<file path="config.mk">
export PLATFORM = sky130hd
export DESIGN_NAME = dhasp_system_ports
export DESIGN_NICKNAME = d
export VERILOG_FILES = /design/src/rtl/dhasp_pkg.sv /design/src/rtl/dhasp_system_ports.sv
export VERILOG_INCLUDE_DIRS = /design/src /design/src/rtl
export SDC_FILE = /design/constraint.sdc
export NUM_CORES = 1
export LEC_CHECK = 0
export ABC_AREA = 1
export BUFFER_PORTS_ARGS = -buffer_cell sky130_fd_sc_hd__buf_2
export CORE_ASPECT_RATIO = 1.25
export CORE_MARGIN = 8
export CORE_UTILIZATION = 59
export DETAILED_ROUTE_END_ITERATION = 8
export GPL_TIMING_DRIVEN = 1
export HOLD_SLACK_MARGIN = 0.03
export PLACE_DENSITY = 0.84
export SYNTH_ARGS = -nofsm -noshare
export SYNTH_HDL_FRONTEND = slang
export SYNTH_SLANG_ARGS = --single-unit
</file>
<file path="constraint.sdc">
create_clock -name clk -period 5.35 [get_ports clk]
set_clock_uncertainty 0.1 [all_clocks]
set_input_delay 0 -clock clk [delete_from_list [all_inputs] [get_ports clk]]
set_output_delay 0 -clock clk [all_outputs]
set_load 0.01 [all_outputs]
</file>
<file path="src/rtl/dhasp_defines.svh">
// Register offsets, field positions, reset values and timing counts.
`ifndef DHASP_DEFINES_SVH
`define DHASP_DEFINES_SVH

// Host I/O port addresses.
`define DHASP_PORT_CFG_INDEX   16'h0028
`define DHASP_PORT_CFG_DATA    16'h0024
`define DHASP_PORT_SYS_B       16'h0061
`define DHASP_PORT_RTC_NMI     16'h0070
`define DHASP_PORT_SYSCTL      16'h0092

// Configuration index numbers.
`define DHASP_IDX_CONFIG       8'h02
`define DHASP_IDX_HOLE_EN      8'h08
`define DHASP_IDX_IO_START     8'h10
`define DHASP_IDX_IO_END       8'h11
`define DHASP_IDX_MEM_START_LO 8'h19
`define DHASP_IDX_MEM_START_HI 8'h1a
`define DHASP_IDX_MEM_END_LO   8'h1c
`define DHASP_IDX_MEM_END_HI   8'h1d

// Field positions.
`define DHASP_CFG_DEC16_BIT    1
`define DHASP_CFG_SYSCTL_BIT   2
`define DHASP_CFG_PAR_OVR_BIT  5
`define DHASP_HOLE_MEM_BIT     1
`define DHASP_HOLE_IO_BIT      3
`define DHASP_PB_T2_GATE_BIT   0
`define DHASP_PB_SPK_BIT       1
`define DHASP_PB_PAR_DIS_BIT   2
`define DHASP_PB_CHK_DIS_BIT   3
`define DHASP_NMI_MASK_BIT     7
`define DHASP_SC_FRST_BIT      0
`define DHASP_SC_A20_BIT       1

// Reset values.
`define DHASP_CFG_RESET        8'h00
`define DHASP_IDX_RESET        8'h00
`define DHASP_HOLE_EN_RESET    8'h00
`define DHASP_HOLE_REG_RESET   8'h00
`define DHASP_PB_RESET         4'h0
`define DHASP_SYSCTL_RESET     2'h0
`define DHASP_RTC_IDX_RESET    7'h00
`define DHASP_PIN_IDLE         5'h13

// Fast CPU reset timing.
`define DHASP_CLK_NS           10
`define DHASP_FRST_DELAY_NS    6720
`define DHASP_FRST_PULSE_NS    125
`define DHASP_FRST_DELAY_CYC   ((`DHASP_FRST_DELAY_NS + `DHASP_CLK_NS - 1) / `DHASP_CLK_NS)
`define DHASP_FRST_PULSE_CYC   ((`DHASP_FRST_PULSE_NS + `DHASP_CLK_NS - 1) / `DHASP_CLK_NS)

`endif

</file>
<file path="src/rtl/dhasp_pkg.sv">
// Types used by the fast CPU reset logic of the system control port.
package dhasp_pkg;

  // Fast CPU reset sequencer states.
  typedef enum logic [1:0] {
    DHASP_FRST_IDLE,
    DHASP_FRST_WAIT,
    DHASP_FRST_PULSE
  } dhasp_frst_state_t;

endpackage

</file>
<file path="src/rtl/dhasp_system_ports.sv">
// Decode holes, AT system port B, NMI mask, RTC index and system control port.
`timescale 1ns/1ps
`default_nettype none
`include "dhasp_defines.svh"

// Operation
// - Enabled hole hit means controller neither starts nor ends the cycle.
// - I/O hole granularity is 16 bytes, one unit minimum.
// - I/O hole bounds compare against I/O address bits 11 to 4.
// - Hole enable bit 3 switches the I/O hole on.
// - Hole enable bit 1 switches the memory hole on; others reserved.
// - Memory hole granularity is 16K, no upper size limit; the exclusive 14-bit end bound cannot reach the top 16K unit.
// - Memory bounds split: low byte bits 21-14, high bits 5:0 bits 27-22.
// - Port B bit 0 gates timer 2, bit 1 gates speaker; reset 0.
// - Port B bit 2 ORed with parity override disables parity sampling.
// - Port B bit 3 disables channel-check sampling; default enabled.
// - Port B bit 4 toggles per refresh, bit 5 shows timer 2 output.
// - Low channel check while enabled sets bit 6 until disabled or reset.
// - Parity input sampled each edge; low while enabled sets bit 7.
// - NMI is OR of both flags unless masked by port 70 bit 7.
// - Port 70 bits 6:0 drive the external RTC index pointer.
// - Port 92 answers only while config 02 bit 2 set; resets to 00.
// - Port 92 bit 1 drives the A20 clamp directly until rewritten.
// - Bit 0 rising makes one CPU reset pulse 6.72 us after the write.
// - Port 92 bit 0 keeps its set value after the fast reset.
// - Keyboard A20 clamp and reset requests combine with port 92 functions.
// - Config 02 bit 5 stops flagged parity errors reaching NMI.
module dhasp_system_ports (
  input  wire logic        clk,
  input  wire logic        rst_b,
  input  wire logic        io_write,
  input  wire logic        io_read,
  input  wire logic [15:0] io_addr,
  input  wire logic [7:0]  io_wdata,
  output logic      [7:0]  io_rdata,
  output logic             io_rdata_valid,
  input  wire logic        cyc_valid,
  input  wire logic        cyc_is_io,
  input  wire logic [27:0] cyc_addr,
  output logic             hole_hit,
  output logic             cyc_claim,
  input  wire logic        refresh_cycle,
  input  wire logic        parity_b,
  input  wire logic        channel_check_input_b,
  input  wire logic        timer2_output,
  input  wire logic        keyboard_cpu_reset,
  input  wire logic        keyboard_a20_clamp_b,
  output logic             timer2_gate,
  output logic             speaker_enable,
  output logic             nmi,
  output logic      [6:0]  rtc_index,
  output logic             a20_clamp_output_b,
  output logic             cpu_reset_output
);

  localparam logic [9:0] FRST_DELAY = 10'(`DHASP_FRST_DELAY_CYC);
  localparam logic [9:0] FRST_PULSE = 10'(`DHASP_FRST_PULSE_CYC);

  // Port address compare; 10-bit mode ignores the upper six address lines.
  function automatic logic port_hit(input logic [15:0] addr,
                                    input logic [15:0] port,
                                    input logic        dec16);
    port_hit = dec16 ? (addr == port) : (addr[9:0] == port[9:0]);
  endfunction

  // Half-open range test shared by both holes.
  function automatic logic in_range(input logic [13:0] value,
                                    input logic [13:0] lo,
                                    input logic [13:0] hi);
    in_range = (value >= lo) && (value < hi);
  endfunction

  logic [1:0]  rst_sync;
  logic        rst_int_b;
  logic [4:0]  pin_s1;
  logic [4:0]  pin_s2;
  logic [4:0]  pin_s3;
  logic [4:0]  pin_filt;
  logic [7:0]  cfg_index;
  logic [7:0]  cfg_main;
  logic [7:0]  hole_en;
  logic [7:0]  io_start;
  logic [7:0]  io_end;
  logic [7:0]  mem_start_lo;
  logic [7:0]  mem_start_hi;
  logic [7:0]  mem_end_lo;
  logic [7:0]  mem_end_hi;
  logic [3:0]  port_b;
  logic        refresh_toggle;
  logic        channel_check_flag;
  logic        memory_parity_flag;
  logic        nmi_mask;
  logic [1:0]  sysctl;
  logic        frst_pulse;
  logic [9:0]  frst_count;
  dhasp_pkg::dhasp_frst_state_t frst_state;

  logic        dec16;
  logic        sysctl_port_enable;
  logic        hit_index;
  logic        hit_data;
  logic        hit_port_b;
  logic        hit_rtc;
  logic        hit_sysctl;
  logic        parity_disable;
  logic        io_hole_match;
  logic        mem_hole_match;
  logic        fast_cpu_reset;
  logic [7:0]  cfg_rdata;
  logic [7:0]  next_rdata;

  // Release reset through two flops so every flop leaves reset together.
  always_ff @(posedge clk or negedge rst_b) begin
    if (!rst_b) begin
      rst_sync <= 2'h0;
    end else begin
      rst_sync <= {rst_sync[0], 1'b1};
    end
  end
  assign rst_int_b = rst_sync[1];

  // Pins pass three flops; a level is accepted once stages two and three
  // agree, so a single metastable sample never reaches the flags.
  always_ff @(posedge clk or negedge rst_int_b) begin
    if (!rst_int_b) begin
      pin_s1   <= `DHASP_PIN_IDLE;
      pin_s2   <= `DHASP_PIN_IDLE;
      pin_s3   <= `DHASP_PIN_IDLE;
      pin_filt <= `DHASP_PIN_IDLE;
    end else begin
      pin_s1 <= {keyboard_a20_clamp_b, keyboard_cpu_reset, timer2_output,
                 channel_check_input_b, parity_b};
      pin_s2 <= pin_s1;
      pin_s3 <= pin_s2;
      for (int i = 0; i < 5; i++) begin
        if (pin_s2[i] == pin_s3[i]) begin
          pin_filt[i] <= pin_s3[i];
        end
      end
    end
  end

  // Address decode of the host ports.
  assign dec16              = cfg_main[`DHASP_CFG_DEC16_BIT];
  assign sysctl_port_enable = cfg_main[`DHASP_CFG_SYSCTL_BIT];
  assign hit_index  = port_hit(io_addr, `DHASP_PORT_CFG_INDEX, dec16);
  assign hit_data   = port_hit(io_addr, `DHASP_PORT_CFG_DATA, dec16);
  assign hit_port_b = port_hit(io_addr, `DHASP_PORT_SYS_B, dec16);
  assign hit_rtc    = port_hit(io_addr, `DHASP_PORT_RTC_NMI, dec16);
  assign hit_sysctl = port_hit(io_addr, `DHASP_PORT_SYSCTL, dec16) &&
                      sysctl_port_enable;

  // The index pointer holds until the next write to the index port.
  always_ff @(posedge clk or negedge rst_int_b) begin
    if (!rst_int_b) begin
      cfg_index <= `DHASP_IDX_RESET;
    end else if (io_write && hit_index) begin
      cfg_index <= io_wdata;
    end
  end

  // Indexed configuration registers written through the data port.
  always_ff @(posedge clk or negedge rst_int_b) begin
    if (!rst_int_b) begin
      cfg_main     <= `DHASP_CFG_RESET;
      hole_en      <= `DHASP_HOLE_EN_RESET;
      io_start     <= `DHASP_HOLE_REG_RESET;
      io_end       <= `DHASP_HOLE_REG_RESET;
      mem_start_lo <= `DHASP_HOLE_REG_RESET;
      mem_start_hi <= `DHASP_HOLE_REG_RESET;
      mem_end_lo   <= `DHASP_HOLE_REG_RESET;
      mem_end_hi   <= `DHASP_HOLE_REG_RESET;
    end else if (io_write && hit_data) begin
      case (cfg_index)
        `DHASP_IDX_CONFIG:       cfg_main     <= io_wdata;
        `DHASP_IDX_HOLE_EN:      hole_en      <= io_wdata;
        `DHASP_IDX_IO_START:     io_start     <= io_wdata;
        `DHASP_IDX_IO_END:       io_end       <= io_wdata;
        `DHASP_IDX_MEM_START_LO: mem_start_lo <= io_wdata;
        `DHASP_IDX_MEM_START_HI: mem_start_hi <= io_wdata;
        `DHASP_IDX_MEM_END_LO:   mem_end_lo   <= io_wdata;
        `DHASP_IDX_MEM_END_HI:   mem_end_hi   <= io_wdata;
        default: begin
        end
      endcase
    end
  end

  // Hole compare; the end bound is exclusive, so software writes top + 1.
  // Only address bits 11:4 take part for I/O, giving 16-byte units.
  assign io_hole_match  = hole_en[`DHASP_HOLE_IO_BIT] &&
                          in_range({6'h00, cyc_addr[11:4]},
                                   {6'h00, io_start},
                                   {6'h00, io_end});
  // Memory units are 16K; the exclusive 14-bit end bound stops one unit short of the top of the space.
  assign mem_hole_match = hole_en[`DHASP_HOLE_MEM_BIT] &&
                          in_range(cyc_addr[27:14],
                                   {mem_start_hi[5:0], mem_start_lo},
                                   {mem_end_hi[5:0], mem_end_lo});

  // One cycle after each host cycle, say whether the controller stays off
  // the bus or claims the cycle as the default device.
  always_ff @(posedge clk or negedge rst_int_b) begin
    if (!rst_int_b) begin
      hole_hit  <= 1'b0;
      cyc_claim <= 1'b0;
    end else begin
      hole_hit  <= cyc_valid &&
                   (cyc_is_io ? io_hole_match : mem_hole_match);
      cyc_claim <= cyc_valid &&
                   !(cyc_is_io ? io_hole_match : mem_hole_match);
    end
  end

  // Writable half of port B; the upper bits are status only.
  always_ff @(posedge clk or negedge rst_int_b) begin
    if (!rst_int_b) begin
      port_b <= `DHASP_PB_RESET;
    end else if (io_write && hit_port_b) begin
      port_b <= io_wdata[3:0];
    end
  end

  // Refresh detect flips once per refresh cycle.
  always_ff @(posedge clk or negedge rst_int_b) begin
    if (!rst_int_b) begin
      refresh_toggle <= 1'b0;
    end else if (refresh_cycle) begin
      refresh_toggle <= !refresh_toggle;
    end
  end

  // Parity override and port B disable act as one disable.
  assign parity_disable = port_b[`DHASP_PB_PAR_DIS_BIT] ||
                          cfg_main[`DHASP_CFG_PAR_OVR_BIT];

  // Error flags stay set while sampling is enabled. Clearing only happens
  // while the disable is high, and then no set can occur, so an error is
  // never lost against a clear.
  always_ff @(posedge clk or negedge rst_int_b) begin
    if (!rst_int_b) begin
      channel_check_flag <= 1'b0;
    end else if (port_b[`DHASP_PB_CHK_DIS_BIT]) begin
      channel_check_flag <= 1'b0;
    end else if (!pin_filt[1]) begin
      channel_check_flag <= 1'b1;
    end
  end

  always_ff @(posedge clk or negedge rst_int_b) begin
    if (!rst_int_b) begin
      memory_parity_flag <= 1'b0;
    end else if (parity_disable) begin
      memory_parity_flag <= 1'b0;
    end else if (!pin_filt[0]) begin
      memory_parity_flag <= 1'b1;
    end
  end

  // NMI mask and RTC index; power-up leaves NMI masked.
  always_ff @(posedge clk or negedge rst_int_b) begin
    if (!rst_int_b) begin
      nmi_mask  <= 1'b1;
      rtc_index <= `DHASP_RTC_IDX_RESET;
    end else if (io_write && hit_rtc) begin
      nmi_mask  <= io_wdata[`DHASP_NMI_MASK_BIT];
      rtc_index <= io_wdata[6:0];
    end
  end

  // System control port; bit 0 is kept after the reset it causes.
  always_ff @(posedge clk or negedge rst_int_b) begin
    if (!rst_int_b) begin
      sysctl <= `DHASP_SYSCTL_RESET;
    end else if (io_write && hit_sysctl) begin
      sysctl <= io_wdata[1:0];
    end
  end

  // A new pulse needs bit 0 to go from 0 to 1 in a single write.
  assign fast_cpu_reset = io_write && hit_sysctl &&
                          io_wdata[`DHASP_SC_FRST_BIT] &&
                          !sysctl[`DHASP_SC_FRST_BIT];

  // Fast reset sequencer: wait, then one fixed-width pulse. A fresh
  // trigger restarts the wait, which keeps only one pulse per trigger.
  always_ff @(posedge clk or negedge rst_int_b) begin
    if (!rst_int_b) begin
      frst_state <= dhasp_pkg::DHASP_FRST_IDLE;
      frst_count <= 10'h000;
      frst_pulse <= 1'b0;
    end else if (fast_cpu_reset) begin
      frst_state <= dhasp_pkg::DHASP_FRST_WAIT;
      frst_count <= 10'h001;
      frst_pulse <= 1'b0;
    end else begin
      case (frst_state)
        dhasp_pkg::DHASP_FRST_IDLE: begin
          frst_pulse <= 1'b0;
        end
        dhasp_pkg::DHASP_FRST_WAIT: begin
          if (frst_count == FRST_DELAY) begin
            frst_state <= dhasp_pkg::DHASP_FRST_PULSE;
            frst_count <= 10'h001;
            frst_pulse <= 1'b1;
          end else begin
            frst_count <= frst_count + 10'h001;
          end
        end
        dhasp_pkg::DHASP_FRST_PULSE: begin
          if (frst_count == FRST_PULSE) begin
            frst_state <= dhasp_pkg::DHASP_FRST_IDLE;
            frst_count <= 10'h000;
            frst_pulse <= 1'b0;
          end else begin
            frst_count <= frst_count + 10'h001;
          end
        end
        default: begin
          frst_state <= dhasp_pkg::DHASP_FRST_IDLE;
          frst_count <= 10'h000;
          frst_pulse <= 1'b0;
        end
      endcase
    end
  end

  // Outputs toward the CPU, timer and speaker, all from flops.
  always_ff @(posedge clk or negedge rst_int_b) begin
    if (!rst_int_b) begin
      timer2_gate        <= 1'b0;
      speaker_enable     <= 1'b0;
      nmi                <= 1'b0;
      a20_clamp_output_b <= 1'b0;
      cpu_reset_output   <= 1'b0;
    end else begin
      timer2_gate        <= port_b[`DHASP_PB_T2_GATE_BIT];
      speaker_enable     <= port_b[`DHASP_PB_SPK_BIT];
      nmi                <= !nmi_mask &&
                            (channel_check_flag || memory_parity_flag);
      // Either source may clamp A20 low.
      a20_clamp_output_b <= sysctl[`DHASP_SC_A20_BIT] &&
                            pin_filt[4];
      cpu_reset_output   <= frst_pulse || pin_filt[3];
    end
  end

  // Indexed read mux; unused indices read as zero.
  always_comb begin
    case (cfg_index)
      `DHASP_IDX_CONFIG:       cfg_rdata = cfg_main;
      `DHASP_IDX_HOLE_EN:      cfg_rdata = hole_en;
      `DHASP_IDX_IO_START:     cfg_rdata = io_start;
      `DHASP_IDX_IO_END:       cfg_rdata = io_end;
      `DHASP_IDX_MEM_START_LO: cfg_rdata = mem_start_lo;
      `DHASP_IDX_MEM_START_HI: cfg_rdata = mem_start_hi;
      `DHASP_IDX_MEM_END_LO:   cfg_rdata = mem_end_lo;
      `DHASP_IDX_MEM_END_HI:   cfg_rdata = mem_end_hi;
      default:                 cfg_rdata = 8'h00;
    endcase
  end

  // Port read mux; port 70 is write only and reads as zero.
  always_comb begin
    next_rdata = 8'h00;
    if (hit_index) begin
      next_rdata = cfg_index;
    end else if (hit_data) begin
      next_rdata = cfg_rdata;
    end else if (hit_port_b) begin
      next_rdata = {memory_parity_flag, channel_check_flag, pin_filt[2],
                    refresh_toggle, port_b};
    end else if (hit_sysctl) begin
      next_rdata = {6'h00, sysctl};
    end
  end

  // Read data is captured one cycle after the read strobe and held.
  always_ff @(posedge clk or negedge rst_int_b) begin
    if (!rst_int_b) begin
      io_rdata       <= 8'h00;
      io_rdata_valid <= 1'b0;
    end else begin
      io_rdata_valid <= io_read;
      if (io_read) begin
        io_rdata <= next_rdata;
      end
    end
  end

endmodule
`default_nettype wire

</file>
Word-level counts from Yosys, hierarchy flattened
Cells that the tools add are included.
W data, S select, Z words.
{ "op_classes": {"n_addsub": 1, "muxes": 27, "order_cmp": 4, "bitwise_logic": 0, "n_eq_ne": 32, "n_mul": 0, "div": 0, "n_reduce_logical": 34, "shift": 0} }
{ "ops": {"columns": ["operator", "count"], "rows": [
  ["$pmux W8 S8", 1],
  ["$eq A8 B5 Y1 const B", 6],
  ["$eq A16 B6 Y1 const B", 2],
  ["$eq A16 B7 Y1 const B", 2],
  ["$mux W10", 3],
  ["$pmux W10 S3", 1],
  ["$mux W8", 3],
  ["$eq A10 B6 Y1 const B", 2],
  ["$eq A10 B7 Y1 const B", 2],
  ["$reduce_and A2 Y1", 9],
  ["$eq A16 B8 Y1 const B", 1],
  ["$logic_and A1 B1 Y1", 16],
  ["$ge A14 B14 Y1", 1],
  ["$lt A14 B14 Y1", 1],
  ["$mux W1", 13],
  ["$add A10 B1 Y10 const B", 1],
  ["$eq A10 B10 Y1 const B", 1],
  ["$eq A10 B4 Y1 const B", 1],
  ["$eq A10 B8 Y1 const B", 1],
  ["$eq A8 B2 Y1 const B", 1],
  ["$eq A8 B4 Y1 const B", 1],
  ["$ge A8 B8 Y1", 1],
  ["$lt A8 B8 Y1", 1],
  ["$mux W2", 4],
  ["12 further kinds", 23]
]} }
{ "word_totals": {"regBits": 140, "ram_bits": 0, "latch_bits": 0, "output_inout_bits": 23, "n_memories": 0, "romBits": 0} }

Depth between registers and ports, before layout
Gate-level depths: netlist of run 1.
{ "depth": {"word_depth": 8, "mapped_depth": 13, "depth_no_buf": 13} }

Least setup slack after synthesis of run 1
OpenSTA, ideal clock, no wires.
{ "synth_timing": {"path_kind": "register to register", "from": "reg cfg_main[1]", "to": "reg rtc_index[4]", "slack_ps": 3443, "t_arrival_ps": 1677, "n_path_buf": 4, "path_stages_with_launch": 12, "setup_time_ps": 130, "synth_period_minus_slack_ps": 1907, "t_required_ps": 5120, "cell_sequence": "dfrtp_1 -> buf_2 -> nand2_1 -> nand2_1 -> nor2_1 -> nand2_1 -> buf_6 -> or3b_1 -> clkbuf_1 -> buf_2 -> nand2_1 -> o21ai_0"} }
{ "synth_between": {"elab_chain_len": 2} }
{ "synth_lines": {"columns": ["element", "line", "rtl"], "rows": [
  ["from (decl)", "dhasp_system_ports.sv:80", "logic [7:0] cfg_main;"],
  ["from (signal assigned)", "dhasp_system_ports.sv:165", "cfg_main <= `DHASP_CFG_RESET;"],
  ["from (signal assigned)", "dhasp_system_ports.sv:175", "`DHASP_IDX_CONFIG: cfg_main <= io_wdata;"],
  ["$mux W1", "dhasp_system_ports.sv:63", "port_hit = dec16 ? (addr == port) : (addr[9:0] == port[9:0]);"],
  ["$logic_and A1 B1 Y1", "dhasp_system_ports.sv:265", "end else if (io_write && hit_rtc) begin"],
  ["to (signal assigned)", "dhasp_system_ports.sv:264", "rtc_index <= `DHASP_RTC_IDX_RESET;"],
  ["to (signal assigned)", "dhasp_system_ports.sv:267", "rtc_index <= io_wdata[6:0];"],
  ["to (decl)", "dhasp_system_ports.sv:51", "output logic [6:0] rtc_index,"]
]} }
Every way passes these cells.
A chain may end at the register's enable or synchronous reset.

Final worst setup path of run 1
{ "layout_timing": {"from": "reg cfg_main[1]", "to": "reg mem_start_hi[7]"} }
{ "layout_between": {"elab_chain_len": 3} }
{ "layout_lines": {"columns": ["element", "line", "rtl"], "rows": [
  ["$mux W1", "dhasp_system_ports.sv:63", null],
  ["$logic_and A1 B1 Y1", "dhasp_system_ports.sv:173", "end else if (io_write && hit_data) begin"],
  ["$reduce_and A2 Y1 (no source line)", null, null],
  ["to (signal assigned)", "dhasp_system_ports.sv:170", "mem_start_hi <= `DHASP_HOLE_REG_RESET;"],
  ["to (signal assigned)", "dhasp_system_ports.sv:180", "`DHASP_IDX_MEM_START_HI: mem_start_hi <= io_wdata;"],
  ["to (decl)", "dhasp_system_ports.sv:85", "logic [7:0] mem_start_hi;"]
]} }
Every way passes these cells.

==> reports/results.ini, run 1 <==
[drt]
dr.pass1.iters=6
detail_route.wirelength_mm=19.63
drt_iter0_markers=527
wl_per_cell_um=15.81
via_per_inst=5.540
drtAntennaViolNets=0
vias=6881
drc=0

[setup_path]
endpoint_kind=flop
crit_required_ns=5.56
critical_path.startpoint_type=flop
path_class=flop to flop
cp_max_fo=16
timing.critical_path.arrival_ns=2.93
r2r-start=cfg_main[1]
startpoint=cfg_main[1]

[place]
io_buffers=80
hpwl_mm=13.57
gp_congestion=0.9314

[layout]
fin_nets=1172
area_growth_pct=18.21
multi_input_area_sq_mm=0.003462
drive_above_1_share=0.1202
regArea_sq_mm=0.003523
nFillCells=1001

[power_and_ir_drop]
p_leak_nw=4.424
switching_share=0.2183
power_frac_clock=0.513
powerDensity_mw_per_mm2=285.3
pwr-share-comb=0.054
vdd_ir_drop_max_uv=224.5
p_sw_mw=0.5566
intPower_mw=1.993
seqPwrFrac=0.433

[clock_network]
cts_root_buffer=clkbuf_16
clk_latency_ns=0.42
post_cts_buffers=0
htreeDepth=4
cts_sinks=140
cts_buffers=17
cts_resized=0
clk_pin_slew_ns=0.06
cts_max_path_buffers=2
cts_tree=done

[global_route]
grt_max_degree=72
antenna_found_initial=1
grt_overflow=0
grt_use_total=0.2473
grt_pass1_vias=6651
grt_pass1_wl_mm=32.05

[min_path]
min_from=io_addr[7]
hold_path_class=input pin to flop

[timing]
tightest_slew_ns=0.9601
max_slew_margin=0.3576
slew_violations=0
fmax_mhz=367.2
holdWs_ns=0.06345
setup_viol=0
fin_crit_ns=2.723
fin_crit_sh=0.5090
hold_viol=0
setup_tns_ns=0
rsz0062_at_grt=false

[floorplanning]
core_sq_mm=0.01260
dieWidth_um=117.2
fp.dieH_um=142.6
ios=87
dieArea_sq_mm=0.01671
initial_utilization=0.5998
rows=46

[logic_synthesis]
synth.most_common_cell=nand2_1
synth-compound-area-share=0.1024
syn_avg_cell_area_sq_um=7.842
seq_area_frac_synth=0.4656
synth.area.mux_share=0
synth_top_family_by_area=simple AND/OR/NAND/NOR gates
synth-adder-area-share=0.08606
ys_ff_latch=140
async_flop_share=1.000
ys.flop_type=dfrtp_1
ys_top_cells_by_area=dfrtp_1 (42%), nand2_1 (13%), ha_1 (7.9%)
yosys_warnings=0
synth_edf_count=0
synthSimpleGateAreaFrac=0.2628
syn_area_sq_mm=0.007560
syn_nets=1076
synth_xor_area_frac=0.005793
synth_top_cells_by_count=nand2_1 (271), dfrtp_1 (127), inv_1 (119), o21ai_0 (106), nand3_1 (96)
syn_inst=964
yosysTopAreaCell=dfrtp_1
ys_types=31
yosys.area.top_type_share=0.4204

[run_status]
status=completed

[job]
drv_cap=0

-- cell usage in the layout (no fill, tap or decap), types with 2 or more instances in the layout --
cell,Yosys,layout
inv_1,119,119
clkinvlp_4,0,2
nor3_1,12,12
nor2_1,65,64
bufinv_16,0,5
buf_2,11,80
o211ai_1,3,3
a21oi_1,32,32
clkbuf_16,0,17
dfrtp_1,127,126
o21ai_0,106,106
dlygate4sd3_1,0,22
ha_1,48,48
buf_4,0,2
nand2_1,271,271
clkbuf_1,14,3
o21a_1,3,3
dfstp_2,13,13
xor2_1,4,4
nand3_1,96,96
clkbuf_8,0,2
nand4_1,20,20
maj3_1,5,5
-- sequential cells by signal, summed over array words and instances (netlist names), 2 cells and up --
register	cells
cfg_index	8
cfg_main	8
frst_count	10
frst_state	2
hole_en	8
io_end	8
io_rdata	8
io_start	8
mem_end_hi	8
mem_end_lo	8
mem_start_hi	8
mem_start_lo	8
pin_filt	5
pin_s1	5
pin_s2	5
pin_s3	5
port_b	4
rst_sync	2
rtc_index	7
sysctl	2
-- power groups by stage --
stage | combinational (mW) | sequential [mW] | clock, mW
floorplan | 0.0641 | 1.13 | 0
global placement | 0.122 | 1.12 | 0
detailed placement | 0.126 | 1.12 | 0
CTS | 0.138 | 1.11 | 1.31
global route | 0.157 | 1.11 | 1.37
finish | 0.138 | 1.11 | 1.31
-- cell families (layout without fill, tap and decap cells) --
kind of cell	after synthesis	in the layout
AOI/OAI and AO/OA	149	149
xor gates and xnor gates	5	5
adders and majority gates	53	53
buffers and inverters	147	256
DFF	140	140
other	1	2
and+or+nand+nor	469	469
-- metrics by stage --
step	util	instance area [sq um]	instances	setup slack, ns	total power, mW
after CTS	0.7088	8934	1241	2.731	2.557
after global routing	0.7090	8936	1242	2.403	2.632
final	0.7090	8936	1242	2.627	2.550
after global placement	0.6396	8061	1187	2.754	1.244
after detailed placement	0.6396	8061	1187	2.741	1.249
after floorplan	-	7560	964	1.083	1.190
-- path summary, 6_finish.rpt --
| kind | endpoint | depth (start not counted) | slack, ns |
|---|---|---|---|
| max | mem_start_hi[7] | 7 | 2.63 |
| min | sysctl[1] | 7 | 0.06 |
| max reg2reg | mem_start_hi[7] | 7 | 2.63 |
| min reg2reg | pin_s2[2] | 0 | 0.25 |
| max in group asynchronous | frst_count[9] | 1 | 3.38 |
| min in group asynchronous | rst_sync[1] | 3 | 0.34 |
-- cell type report --
cell class	count	share of cell area
Clock inverter	10	0.02100
Sequential cell	140	0.3943
Inverter	120	0.05041
Timing Repair Buffer	104	0.07113
Antenna cell	1	0.0002800
Clock buffer	22	0.05195
Multi-Input combinational cell	677	0.3874
Tap cell	168	0.02352
-- worst max-delay path: stages, from the launching register on --
cell and delay (ns):
dfrtp_1 0.46, nand2_1 0.10, nand2_1 0.05, nor2_1 0.08
nand2_1 0.30, nor4_4 0.52, nand3_1 0.59, o21ai_0 0.41
-- per-layer routing --
layer | wire (um) | track usage
met1 | 8002 | 0.3067
met5 | 0 | 0
met4 | 555 | 0.08851
met2 | 9745 | 0.4132
met3 | 1331 | 0.05138
-- what timing repair did --
action | 4_1_cts | 5_1_grt
endpoints found under the setup margin | 0 | 0
hold buffers | 22 | 0
endpoints found under the hold margin | 74 | 0
Power figures use the tool's default switching activity.
==> run 2, diff against run 1 <==
--- a/config.mk
+++ b/config.mk
@@ -10,11 +10,11 @@
 export BUFFER_PORTS_ARGS = -buffer_cell sky130_fd_sc_hd__buf_2
 export CORE_ASPECT_RATIO = 1.25
 export CORE_MARGIN = 8
-export CORE_UTILIZATION = 59
+export CORE_UTILIZATION = 53
 export DETAILED_ROUTE_END_ITERATION = 8
 export GPL_TIMING_DRIVEN = 1
 export HOLD_SLACK_MARGIN = 0.03
-export PLACE_DENSITY = 0.84
+export PLACE_DENSITY = 0.8
 export SYNTH_ARGS = -nofsm -noshare
 export SYNTH_HDL_FRONTEND = slang
 export SYNTH_SLANG_ARGS = --single-unit
==> constraint.sdc (replaced) <==
create_clock -name clk -period 2.37 [get_ports clk]
set_clock_uncertainty 0.1 [all_clocks]
set_input_delay 0 -clock clk [delete_from_list [all_inputs] [get_ports clk]]
set_output_delay 0 -clock clk [all_outputs]
set_load 0.01 [all_outputs]
==> reports/results.ini, run 2 (synthesis results as in run 1) <==
[run_status]
status=completed  ; unchanged

[setup_path]
cp_max_fo=16  ; unchanged
cp_slowest_cell=dfrtp_1  ; was nand3_1
endpoint_kind=flop  ; unchanged
timing.critical_path.arrival_ns=2.37  ; was 2.93 ns
r2r-start=cfg_main[1]  ; unchanged
slowest_delay_ns=0.45  ; was 0.59 ns
path_class=flop to flop  ; unchanged
critical_path.startpoint_type=flop  ; unchanged
rr_endpoint=mem_end_lo[3]  ; was mem_start_hi[7]
reg2regPathDepth=9  ; was 7
r2r_slack_ns=0.16  ; was 2.63 ns
crit_top_cell=nand2_1  ; unchanged
crit_required_ns=2.53  ; was 5.56 ns
crit_path_cell_trace=nand2_1, nand2_1, nor2_1, nand2_1, nor4_4, buf_12, nand3_2, nand2_1, o21ai_0  ; was nand2_1, nand2_1, nor2_1, nand2_1, nor4_4, nand3_1, o21ai_0

[clock_network]
cts_root_buffer=clkbuf_16  ; unchanged
cts_sinks=140  ; unchanged
clk_latency_ns=0.42  ; about the same
cts_tree=done  ; unchanged
cts_buffers=17  ; unchanged
clk_pin_slew_ns=0.06  ; about the same
htreeDepth=4  ; unchanged
cts_max_path_buffers=2  ; unchanged

[drt]
routed-wl-met2_mm=9.671  ; was 9.745 mm
via_per_inst=5.425  ; was 5.540
vias=6928  ; was 6881
wl_per_cell_um=15.56  ; was 15.81 um
drc=0  ; unchanged
met1_length_mm=7.986  ; was 8.002 mm
drt_iter0_markers=517  ; was 527
detail_route.wirelength_mm=19.87  ; was 19.63 mm
drtAntennaViolNets=0  ; unchanged
top_layer_used=met4  ; unchanged
dr.pass1.iters=6  ; unchanged
wl_met3_mm=1.433  ; was 1.331 mm

[layout]
antenna_cells=0  ; was 1
fin_nets=1198  ; was 1172
mostFrequentLayoutCells=nand2_1 (270), dfrtp_1 (126), inv_1 (118)  ; was nand2_1 (271), dfrtp_1 (126), inv_1 (119)
fin_area_sq_mm=0.009193  ; was 0.008936 sq mm
fin_cells=1277  ; was 1242
drive_above_1_share=0.1565  ; was 0.1202
area_growth_pct=21.60  ; was 18.21%
largest_register_ffs=10  ; unchanged
final_common_cell=nand2_1  ; unchanged
regMostFlops=frst_count  ; unchanged
final_util=0.6491  ; was 0.7090

[place]
gp_congestion=0.9182  ; was 0.9314
placed_cell_area_sq_mm=0.008247  ; was 0.008061 sq mm
io_buffers=80  ; unchanged
pre_cts_ws_ns=-0.03935  ; was 2.741 ns
hpwl_mm=14.31  ; was 13.57 mm
dp_cells=1215  ; was 1187

[power_and_ir_drop]
vdd_ir_drop_max_uv=475.3  ; was 224.5 uV
powerDensity_mw_per_mm2=591.0  ; was 285.3 mW/mm^2
p_leak_nw=4.544  ; was 4.424 nW
finalPower_mw=5.433  ; was 2.550 mW

[timing]
fmax_mhz=452.4  ; was 367.2 MHz
max_slew_margin=0.6207  ; was 0.3576
fin_crit_sh=0.9327  ; was 0.5090
fin_ws_ns=0.1594  ; was 2.627 ns
fin_crit_ns=2.211  ; was 2.723 ns
slew_violations=0  ; unchanged
hold_viol=0  ; unchanged
tightest_slew_ns=0.5683  ; was 0.9601 ns
setup_viol=0  ; unchanged
rsz0062_at_grt=false  ; unchanged

[floorplanning]
rows=49  ; was 46
ios=87  ; unchanged
fp.dieH_um=149.5  ; was 142.6 um
initial_utilization=0.5338  ; was 0.5998
core_sq_mm=0.01416  ; was 0.01260 sq mm
dieArea_sq_mm=0.01837  ; was 0.01671 sq mm
dieWidth_um=122.8  ; was 117.2 um

[global_route]
grt_overflow=0  ; unchanged
grt_max_degree=52  ; was 72
grt_use_total=0.2249  ; was 0.2473
grt_pass1_wl_mm=32.69  ; was 32.05 mm
grt_pass1_vias=6723  ; was 6651
antenna_found_initial=0  ; was 1

[job]
drv_cap=0  ; unchanged

[min_path]
hold_path_end=sysctl[0]  ; was sysctl[1]
hold_path_class=input pin to flop  ; unchanged
holdPathStages=7  ; unchanged
min_from=io_addr[7]  ; unchanged

## run 2: final cells by class
class | count | area (sq um)
multi-input combinational | 677 | 3523
clock inverter | 10 | 77.57
inverter | 120 | 450.4
clock buffer | 22 | 516.7
sequential | 140 | 3523
timing repair buffer | 130 | 878.3
fill | 1170 | 4970
tap | 178 | 222.7
## run 2: power by group
| group | internal (mW) | switching (mW) | total (mW) | leakage (nW) |
|---|---|---|---|---|
| Combinational | 0.138 | 0.205 | 0.343 | 2.43 |
| Clock | 1.55 | 1.05 | 2.61 | 0.278 |
| Sequential | 2.45 | 0.0348 | 2.48 | 1.84 |
| Total | 4.14 | 1.29 | 5.43 | 4.54 |
## run 2: stage by stage
step,TNS (ns),hold WS (ns)
final,0,0.05844
after global routing,0,0.09274
after CTS,-0.3514,0.04377
after detailed placement,-0.04411,-0.3123
after global placement,0,-0.3145
after floorplan,0,-0.3956
## run 2: worst max-delay path, delay by kind of cell, from the launching register on
kind                   cells  cell delay (ns)
buffers and inverters      1             0.18
AND/OR/NAND/NOR            7             1.19
flip-flops                 1             0.45
AO/OA/AOI/OAI              1             0.12
## run 2: routing by layer
layer  GRT usage  vias to the layer above
met2      0.3740                      277
met4     0.09835                        0
met3     0.05549                       55
met5           0                        -
li1            -                     3393
met1      0.2697                     3203
## run 2: how the worst max path moves through the flow
stage	start	endpoint	slack (ns)	cells past startpoint
detailed placement	cfg_main[1]	io_end[4]	-0.04	7
floorplan	cfg_main[1]	rtc_index[4]	0.46	11
finish	cfg_main[1]	mem_end_lo[3]	0.16	9
CTS	cfg_main[1]	mem_end_lo[3]	-0.09	7
global route	io_start[5]	cyc_claim	0.0009	10
global placement	cfg_main[1]	io_end[3]	0.11	7
## run 2: what timing repair did
action | CTS | global route
hold endpoints to repair | 74 | 0
endpoints found under the setup margin | 10 | 62
gates resized for setup | 1 | 13
hold buffers | 21 | 0
pin swaps | 0 | 1
buffers inserted | 0 | 9
